### src/svi_pkg.sv
// Constants for the servo status indicator block.
// Assumes a 20 MHz APB clock and a single reset domain.
package svi_pkg;
	// ****************************************
	// Timing
	// ****************************************
	localparam int CLK_MHZ = 20;
	localparam int PULSE_HOLD_US = 1000;
	localparam int PULSE_HOLD_CYC = PULSE_HOLD_US * CLK_MHZ;

	// ****************************************
	// Register offsets
	// ****************************************
	localparam logic [7:0] OFS_CTRL = 8'h00;
	localparam logic [7:0] OFS_ROT_LEVEL = 8'h04;
	localparam logic [7:0] OFS_TORQ_LEVEL = 8'h08;
	localparam logic [7:0] OFS_POS_WINDOW = 8'h0c;
	localparam logic [7:0] OFS_FUNC_SEL1 = 8'h10;
	localparam logic [7:0] OFS_SPD_BAND = 8'h14;
	localparam logic [7:0] OFS_STATUS = 8'h18;

	// ****************************************
	// Reset values
	// ****************************************
	localparam logic [15:0] RST_ROT_LEVEL = 16'h0014;
	localparam logic [15:0] RST_TORQ_LEVEL = 16'h000a;
	localparam logic [15:0] RST_POS_WINDOW = 16'h0001;
	localparam logic [15:0] RST_FUNC_SEL1 = 16'h0000;
	localparam logic [15:0] RST_SPD_BAND = 16'h000a;

	// ****************************************
	// Field positions
	// ****************************************
	localparam int CTRL_POS_MODE = 0;
	localparam int FS_FWD_IGNORE = 2;
	localparam int FS_REV_IGNORE = 3;
	localparam int IND_CTRL_PWR = 0;
	localparam int IND_BASE_BLK = 1;
	localparam int IND_COINC_DONE = 2;
	localparam int IND_ROT = 3;
	localparam int IND_REF_A = 4;
	localparam int IND_REF_B = 5;
	localparam int IND_PWR_RDY = 6;
	localparam int IND_W = 7;
	localparam int ST_CODE_LSB = 8;
	localparam int ST_ALM_LSB = 16;

	// ****************************************
	// Status codes, one-hot
	// ****************************************
	typedef enum logic [4:0] {
		SVI_CODE_BASE = 5'h01,
		SVI_CODE_RUN = 5'h02,
		SVI_CODE_FWD = 5'h04,
		SVI_CODE_REV = 5'h08,
		SVI_CODE_ALARM = 5'h10
	} svi_code_t;
endpackage : svi_pkg

### src/svi_status_indicator.sv
// Status indicator bits and status code for a servo drive panel.
// Assumes drive-core inputs synchronous to pclk; registers over APB.
// Notes on behaviour
// - Control power bit follows control power
// - Base-block bit lit unless servo on
// - Speed mode: lit when speed meets reference
// - Rotation bit lit above rotation level
// - Speed mode: speed reference above rotation level
// - Speed mode: torque reference above torque level
// - Power-ready bit follows main circuit normal
// - Position mode: lit when error below window
// - Position mode: lit while reference pulses arrive
// - Position mode: lit while counter clear asserted
// - Base-block code when servo off
// - Run code when servo on
// - Forward prohibited code, gated by bit 2
// - Reverse prohibited code, gated by bit 3
// - Alarm code carries alarm number
//
// Design decisions made here: the register offsets and register access over APB.
`timescale 1ns/100ps
`default_nettype none
module svi_status_indicator #(
	parameter int PULSE_HOLD = svi_pkg::PULSE_HOLD_CYC
) (
	input wire logic pclk,
	input wire logic presetn,
	input wire logic psel,
	input wire logic penable,
	input wire logic pwrite,
	input wire logic [7:0] paddr,
	input wire logic [31:0] pwdata,
	output logic [31:0] prdata,
	output logic pready,
	output logic pslverr,
	input wire logic ctrl_power_on,
	input wire logic servo_on,
	input wire logic main_power_ok,
	input wire logic signed [15:0] motor_speed,
	input wire logic signed [15:0] speed_reference,
	input wire logic signed [15:0] torque_reference,
	input wire logic signed [15:0] position_error,
	input wire logic reference_pulse,
	input wire logic counter_clear_input,
	input wire logic forward_overtravel_input,
	input wire logic reverse_overtravel_input,
	input wire logic alarm_active,
	input wire logic [7:0] alarm_number,
	output logic [6:0] indicator_bits,
	output logic [4:0] status_code,
	output logic [7:0] status_alarm_number,
	output logic position_mode
);
	localparam int PH_W = $clog2(PULSE_HOLD + 1);
	localparam logic [PH_W-1:0] PH_LOAD = PH_W'(PULSE_HOLD);

	// ****************************************
	// State
	// ****************************************
	typedef struct packed {
		logic [15:0] rot_level;
		logic [15:0] torq_level;
		logic [15:0] pos_window;
		logic [15:0] func_sel;
		logic [15:0] spd_band;
		logic pos_mode;
		logic [6:0] ind;
		svi_pkg::svi_code_t code;
		logic [7:0] alarm_num;
		logic [PH_W-1:0] pulse_cnt;
		logic pready;
		logic pslverr;
		logic [31:0] prdata;
	} svi_state_t;

	svi_state_t q;
	svi_state_t d;

	function automatic logic [15:0] mag16(input logic signed [15:0] v);
		mag16 = v[15] ? 16'(-v) : 16'(v);
	endfunction : mag16

	function automatic logic reg_hit(input logic [7:0] a);
		reg_hit = (a == svi_pkg::OFS_CTRL) || (a == svi_pkg::OFS_ROT_LEVEL) ||
			(a == svi_pkg::OFS_TORQ_LEVEL) || (a == svi_pkg::OFS_POS_WINDOW) ||
			(a == svi_pkg::OFS_FUNC_SEL1) || (a == svi_pkg::OFS_SPD_BAND) ||
			(a == svi_pkg::OFS_STATUS);
	endfunction : reg_hit

	logic [15:0] spd_mag;
	logic [15:0] sref_mag;
	logic [15:0] tref_mag;
	logic [15:0] err_mag;
	logic [15:0] diff_mag;
	logic fwd_block;
	logic rev_block;
	logic apb_commit;

	// ****************************************
	// Next state
	// ****************************************
	always_comb begin
		d = q;
		spd_mag = mag16(motor_speed);
		sref_mag = mag16(speed_reference);
		tref_mag = mag16(torque_reference);
		err_mag = mag16(position_error);
		diff_mag = mag16(16'(motor_speed - speed_reference));
		fwd_block = !forward_overtravel_input && !q.func_sel[svi_pkg::FS_FWD_IGNORE];
		rev_block = !reverse_overtravel_input && !q.func_sel[svi_pkg::FS_REV_IGNORE];
		apb_commit = psel && penable && q.pready;

		// Reference pulse activity window
		if (reference_pulse) begin
			d.pulse_cnt = PH_LOAD;
		end else if (q.pulse_cnt != '0) begin
			d.pulse_cnt = q.pulse_cnt - PH_W'(1);
		end

		d.ind[svi_pkg::IND_CTRL_PWR] = ctrl_power_on;
		d.ind[svi_pkg::IND_BASE_BLK] = !servo_on;
		d.ind[svi_pkg::IND_ROT] = spd_mag > q.rot_level;
		d.ind[svi_pkg::IND_PWR_RDY] = main_power_ok;
		if (q.pos_mode) begin
			d.ind[svi_pkg::IND_COINC_DONE] = err_mag < q.pos_window;
			d.ind[svi_pkg::IND_REF_A] = reference_pulse || (q.pulse_cnt != '0);
			d.ind[svi_pkg::IND_REF_B] = counter_clear_input;
		end else begin
			d.ind[svi_pkg::IND_COINC_DONE] = diff_mag <= q.spd_band;
			d.ind[svi_pkg::IND_REF_A] = sref_mag > q.rot_level;
			d.ind[svi_pkg::IND_REF_B] = tref_mag > q.torq_level;
		end

		// Fixed priority status code
		d.alarm_num = 8'h00;
		if (alarm_active) begin
			d.code = svi_pkg::SVI_CODE_ALARM;
			d.alarm_num = alarm_number;
		end else if (fwd_block) begin
			d.code = svi_pkg::SVI_CODE_FWD;
		end else if (rev_block) begin
			d.code = svi_pkg::SVI_CODE_REV;
		end else if (servo_on) begin
			d.code = svi_pkg::SVI_CODE_RUN;
		end else begin
			d.code = svi_pkg::SVI_CODE_BASE;
		end

		// ****************************************
		// APB slave: one wait state
		// ****************************************
		d.pready = psel && penable && !q.pready;
		if (psel && penable && !q.pready) begin
			d.pslverr = !reg_hit(paddr);
			d.prdata = 32'h0000_0000;
			if (!pwrite) begin
				case (paddr)
					svi_pkg::OFS_CTRL: d.prdata = {31'h0000_0000, q.pos_mode};
					svi_pkg::OFS_ROT_LEVEL: d.prdata = {16'h0000, q.rot_level};
					svi_pkg::OFS_TORQ_LEVEL: d.prdata = {16'h0000, q.torq_level};
					svi_pkg::OFS_POS_WINDOW: d.prdata = {16'h0000, q.pos_window};
					svi_pkg::OFS_FUNC_SEL1: d.prdata = {16'h0000, q.func_sel};
					svi_pkg::OFS_SPD_BAND: d.prdata = {16'h0000, q.spd_band};
					svi_pkg::OFS_STATUS: d.prdata = {8'h00, q.alarm_num, 3'h0, q.code,
						1'h0, q.ind};
					default: d.prdata = 32'h0000_0000;
				endcase
			end
		end else begin
			d.pslverr = 1'b0;
		end
		if (apb_commit && pwrite) begin
			case (paddr)
				svi_pkg::OFS_CTRL: d.pos_mode = pwdata[svi_pkg::CTRL_POS_MODE];
				svi_pkg::OFS_ROT_LEVEL: d.rot_level = pwdata[15:0];
				svi_pkg::OFS_TORQ_LEVEL: d.torq_level = pwdata[15:0];
				svi_pkg::OFS_POS_WINDOW: d.pos_window = pwdata[15:0];
				svi_pkg::OFS_FUNC_SEL1: d.func_sel = pwdata[15:0];
				svi_pkg::OFS_SPD_BAND: d.spd_band = pwdata[15:0];
				default: d.pos_mode = q.pos_mode;
			endcase
		end
	end

	always_ff @(posedge pclk or negedge presetn) begin
		if (!presetn) begin
			q.rot_level <= svi_pkg::RST_ROT_LEVEL;
			q.torq_level <= svi_pkg::RST_TORQ_LEVEL;
			q.pos_window <= svi_pkg::RST_POS_WINDOW;
			q.func_sel <= svi_pkg::RST_FUNC_SEL1;
			q.spd_band <= svi_pkg::RST_SPD_BAND;
			q.pos_mode <= 1'b0;
			q.ind <= 7'h00;
			q.code <= svi_pkg::SVI_CODE_BASE;
			q.alarm_num <= 8'h00;
			q.pulse_cnt <= '0;
			q.pready <= 1'b0;
			q.pslverr <= 1'b0;
			q.prdata <= 32'h0000_0000;
		end else begin
			q <= d;
		end
	end

	assign prdata = q.prdata;
	assign pready = q.pready;
	assign pslverr = q.pslverr;
	assign indicator_bits = q.ind;
	assign status_code = q.code;
	assign status_alarm_number = q.alarm_num;
	assign position_mode = q.pos_mode;
endmodule : svi_status_indicator
`default_nettype wire

### config.mk
export PLATFORM = sky130hd
export DESIGN_NAME = svi_status_indicator
export DESIGN_NICKNAME = d
export VERILOG_FILES = /design/src/svi_pkg.sv /design/src/svi_status_indicator.sv
export SDC_FILE = /design/constraint.sdc
export NUM_CORES = 1
export LEC_CHECK = 0
export BUFFER_PORTS_ARGS = -buffer_cell sky130_fd_sc_hd__buf_2
export CAP_MARGIN = 10
export CORE_MARGIN = 2
export CORE_UTILIZATION = 30
export CTS_BUF_LIST = sky130_fd_sc_hd__clkbuf_8
export DETAILED_ROUTE_END_ITERATION = 16
export HOLD_SLACK_MARGIN = 0.02
export PLACE_DENSITY = 0.54
export SETUP_SLACK_MARGIN = 0.15
export SLEW_MARGIN = 15
export SYNTH_ARGS = -nofsm -noshare
export SYNTH_HDL_FRONTEND = slang
export SYNTH_SLANG_ARGS = --single-unit
### constraint.sdc
create_clock -name pclk -period 3.21 [get_ports pclk]
set_input_delay 0.642 -clock pclk [delete_from_list [all_inputs] [get_ports pclk]]
set_output_delay 0.642 -clock pclk [all_outputs]
set_load 0.1 [all_outputs]
* Word level (Yosys, flattened, before mapping)
Index checks and enable logic that the tools add are counted.
** Word-level totals
- Bits in registers :: 150
- Input bits :: 125
- Output and inout bits :: 55
- Word-level logic and storage cells :: 77
** Cells by class
- Add/sub/neg operators :: 7
- $lt $le $gt $ge :: 5
- Equality and inequality tests :: 6
- Muxes and demuxes :: 17
- Reductions and logical operators :: 29
** Operators with widths (number)
- 24-bit one-hot mux with 7 select lines :: 1
- 16-bit 2-to-1 mux :: 5
- 16-bit negation :: 5
- 16-bit > comparator :: 3
- 32-bit 2-to-1 mux :: 1
- 15-bit 2-to-1 mux :: 2
- 8-bit by 5-bit == test with 1-bit output (second input constant) :: 3
- 8-bit by 4-bit == test with 1-bit output (second input constant) :: 2
- 16-bit <= comparator :: 1
- 16-bit < comparator :: 1
- 16-bit subtractor :: 1
- 15-bit nonzero test :: 1
- 15-bit by 1-bit subtractor with 15-bit output (second input constant) :: 1
- 2-bit AND reduction :: 6
- 8-bit by 3-bit == test with 1-bit output (second input constant) :: 1
- 8-bit logical NOT :: 1
- 4-bit 2-to-1 mux :: 2
- 8-bit 2-to-1 mux :: 1
- 1-bit logical NOT :: 7
- 1-bit logical OR :: 7
- 1-bit logical AND :: 6
- 5-bit 2-to-1 mux :: 1
- 2-bit 2-to-1 mux :: 2
- 1-bit 2-to-1 mux :: 2
- 2-bit nonzero test :: 1

* Depth between registers and ports, before layout
- Depth after elaboration :: 9
- Mapped depth :: 21

* Least setup slack after synthesis
Ideal clock, no wire load.
- Path type :: in2reg
- Start point :: input port motor_speed[0]
- End point :: register q, in the netlist indicator_bits[2]
- Library setup time :: 71 ps
- Arrival time :: 4089 ps
- Path slack :: -950 ps
- Stages :: 19
- Buffers on the path :: 0
- Cells stage by stage :: inv_1 -> ha_1 -> fa_1 -> nor2b_1 -> o21a_1 -> nor2_1 -> xnor2_1 -> or3_1 -> or4_1 -> o21ai_0 -> xnor2_1 -> ha_1 -> a21o_1 -> a21o_1 -> a21oi_1 -> nor2b_1 -> o21ai_0 -> nand3_1 -> nand4_1
** RTL lines
- start, declared :: line svi_status_indicator.sv:39 : input wire logic signed [15:0] motor_speed,
- end, declared :: line svi_status_indicator.sv:76 : svi_state_t q;

==> flow_results.org <==
** Status
- The run finished, with violations left.
- The checks that failed: setup timing.

** Clock tree
- TritonCTS built the clock tree.
- Total number of clock tree sinks :: 142
- In this run, post-CTS hold repair placed 0 buffers.
- The later pin in the worst-skew pair is clocked with a latency of 450 ps.
- Max Root-Sink Buffers :: 2
- After clock tree synthesis, the clock-pin slew on the worst setup and hold paths is 70 ps.
- Clock tree synthesis inserted a total of 17 buffers.
- The H-tree was split into 4 levels.
- The tree is rooted in a clkbuf_8.

** Timing
- The number of hold violations in the final report was 0.
- Setup repair after global routing missed its margin :: true
- Max-slew headroom :: 0.441
- Crit path setup slack, layout :: -479 ps
- Number of max-slew violations in the final report :: 0
- Portion of the clock cycle consumed by the worst path in the final layout :: 1.15
- Worst Skew :: 11.1 ps
- Fmax :: 271 MHz
- Min cycle time layout :: 3690 ps
- At the pin with the least slew margin, the transition time is 836 ps.
- Setup violations remaining at the end of the flow were counted as 1.
- Across all hold checks on the routed design, the worst slack comes to 177 ps.

** Detailed routing
- The detail route stage leaves a number of antenna-violating nets equal to 0.
- The first routing iteration left 479 violations.
- Wires add up to 30600 um.
- DR WL met2 :: 14700 um
- Routed length per instance :: 16.9 um
- Wire length on met3 :: 1050 um
- In the routed design, unresolved DRC markers number 0.
- Ratio of routed vias to standard cells :: 4.90
- Total number of vias :: 8872
- For this block, wires on met1 add up to 14300 um.
- The highest metal layer carrying signal wires in the routed design is met5.
- The first detailed-routing pass ran for 5 iterations.

** Power
- Leakage power figure :: 6.27 nW
- Cell area power density :: 376 nW/um2
- The worst-case IR drop observed on VDD is 0.000206 V.

** Synthesis
- Gate count after technology mapping :: 1079
- Commonest cells in the synthesized netlist :: dfrtp_1, ha_1, inv_1
- Of the post-synthesis cell area, the dominant cell type holds 0.322.
- Primary flip-flop cell chosen by synthesis mapping :: dfrtp_1
- Number of unique standard cell types used by synthesis :: 68
- A synthesized cell averages 9.66 um2.
- The Yosys step of the flow raised 0 warnings.
- Netlist area before placement :: 10400 um2
- Number of synthesized flops with an enable pin :: 0
- Most instantiated library cell after synthesis :: dfrtp_1
- Largest cells by area after synthesis :: dfrtp_1, ha_1, mux2_2
- dfrtp_1 takes more of the synthesized area than any other cell.
- Counting flops and latches in the post-synthesis netlist gives 142.
- Proportion of register bits with asynchronous set or reset after synthesis :: 1.00
- The share of the Yosys chip area taken by registers is 0.342.

** Floorplanning
- Number of core rows :: 68
- Measured along the x axis, the die boundary spans 190 um.
- Total die area :: 36300 um2
- The die is 190 um tall.
- The core region is 34400 um2.
- The initial utilization of the core area, before any placement, comes to 0.303.
- For this design the top-level I/O count stands at 180.

** Setup path
- Critical path type :: in2reg
- Startpoint class of the critical path :: input port
- The number of cells on the worst reg-to-reg path is 8.
- Register-to-Register Setup Slack :: 640 ps
- Arrival time reported for the critical path endpoint :: 4060 ps
- In this run the critical register-to-register path is captured at q[45]$_DFFE_PN0P_.
- STA classifies the critical path endpoint as a register.
- Maximum fanout count along the critical path :: 4
- The worst register-to-register path begins at q[43]$_DFFE_PN0P_.
- For the worst setup path, the data required time is 3590 ps.

** Layout
- Of the cells placed in the final design, the portion with a size suffix greater than 1 is 0.371.
- Post-route core utilization :: 0.388
- Compared with the post-synthesis result, the final layout area differs by 28.0%.
- Fill cells in the final layout number 3505.
- The number of antenna diodes in the final layout is 0.
- Net count, final :: 1567

** Global route
- Grt ovf :: 0
- Total routing resource utilization after global routing :: 0.171
- Initial antenna violation count :: 1
- Via count of the first global-routing pass :: 8949
- First-pass GRT wire length :: 48400 um
- Largest net degree at the start of global routing :: 70

** Hold path
- Hold crit path type :: in2async

** Place
- Total half-perimeter wirelength after legalization and detailed placement :: 24800 um
- Final GP Congestion :: 0.851
- OpenSTA, run right after detailed placement, puts the worst setup slack at -1120 ps.
- Count of buffers inserted at the top-level ports :: 155

** Job
- Number of max-capacitance violations reported :: 0
-- per-layer routing --
metal,up-vias,global-route usage
met5,-,0
met3,25,0.0199
met1,4329,0.229
li1,4351,-
met4,2,0.0555
met2,165,0.286
-- cell usage in the layout (no fill, tap or decap), types with 8 or more instances in the layout --
cell      netlist  final
buf_4          52    157
buf_2           1    148
dfrtp_1       134    134
ha_1          100     92
inv_1          90     89
mux2_2         81     81
xnor2_1        75     74
nand2_1        63     62
nor2_1         42     40
a22oi_1        39     39
nand3_1        32     29
o21ai_0        38     28
a21o_1         26     26
a22o_1         24     24
nor3_1         25     22
a21oi_1        22     21
clkbuf_8        0     19
nand2b_1       14     14
o21a_1         14     14
o31ai_1        16     12
and2_1         11     11
xor2_1         11     11
nor2b_1        14     11
nand4_1        11     11
buf_6           1     11
nor4_1         14      9
conb_1          1      8
dfstp_2         8      8
-- critical path: stages --
cell and delay [ps]:
buf_2 110, inv_2 60, ha_4 190, a21o_1 160, a221o_1 330, or3_4 330, o211ai_1 300, a21o_1 200
and3_4 220, nor2_2 40, a21oi_2 100, ha_1 240, nor2b_1 130, o21a_1 160, o21a_1 170, o21a_1 170
o21a_1 170, o21ai_1 130, nand3_1 90, nand4_1 90
-- how the worst max path moves through the flow --
stage                             from                     endpoint
floorplan           speed_reference[5]  indicator_bits[2]$_DFF_PN0_
global placement        motor_speed[0]  indicator_bits[2]$_DFF_PN0_
detailed placement      motor_speed[0]  indicator_bits[2]$_DFF_PN0_
CTS                 speed_reference[5]  indicator_bits[2]$_DFF_PN0_
global route        speed_reference[5]  indicator_bits[2]$_DFF_PN0_
finish              speed_reference[5]  indicator_bits[2]$_DFF_PN0_
-- through the flow --
stage | total power [mW] | cell area [um2] | setup TNS [ps] | cells
floorplan | 2.91 | 10500 | -829 | 1086
global placement | 3.43 | 12400 | -1970 | 1765
detailed placement | 3.44 | 12400 | -2080 | 1765
CTS | 4.98 | 13100 | -448 | 1803
global route | 5.30 | 13300 | -697 | 1809
finish | 5.02 | 13300 | -479 | 1809
-- final cells by class --
cell class	count	area [um2]	area share
clock buffer	19	262	0.0196
clock inverter	13	149	0.0112
inverter	90	338	0.0253
multi-input combinational	773	6400	0.480
sequential	142	3560	0.267
tap	455	569	0.0427
timing repair buffer	317	2060	0.155
-- sequential cells by signal, summed over array words and instances, names as in the netlist --
name / cells
indicator_bits: 7
position_mode: 1
prdata: 24
pready: 1
pslverr: 1
q: 95
status_alarm_number: 8
status_code: 5
-- kinds of logic after synthesis --
kind of cell / synth area share
AND/OR/NAND/NOR: 0.137
XOR/XNOR: 0.0723
other: 0.000360
multiplexers: 0.0875
AO/OA/AOI/OAI: 0.158
adder cells (fa/ha/maj): 0.122
buffers and inverters: 0.0811
flip-flops: 0.342
-- power by group --
group          switching (mW)  internal, mW  total [mW]  leakage (nW)
combinational           0.945         0.716        1.66          4.16
sequential             0.0383          1.83        1.87          1.89
clock                   0.689         0.799        1.49         0.215
total                    1.67          3.35        5.02          6.27
-- repair_timing --
action | CTS | global route
cloned | 0 | 0
gates resized for setup | 38 | 43
pin swaps | 19 | 33
setup buffers | 6 | 6
setup endpoints to repair | 3 | 3
(Power assumes the default switching activity.)
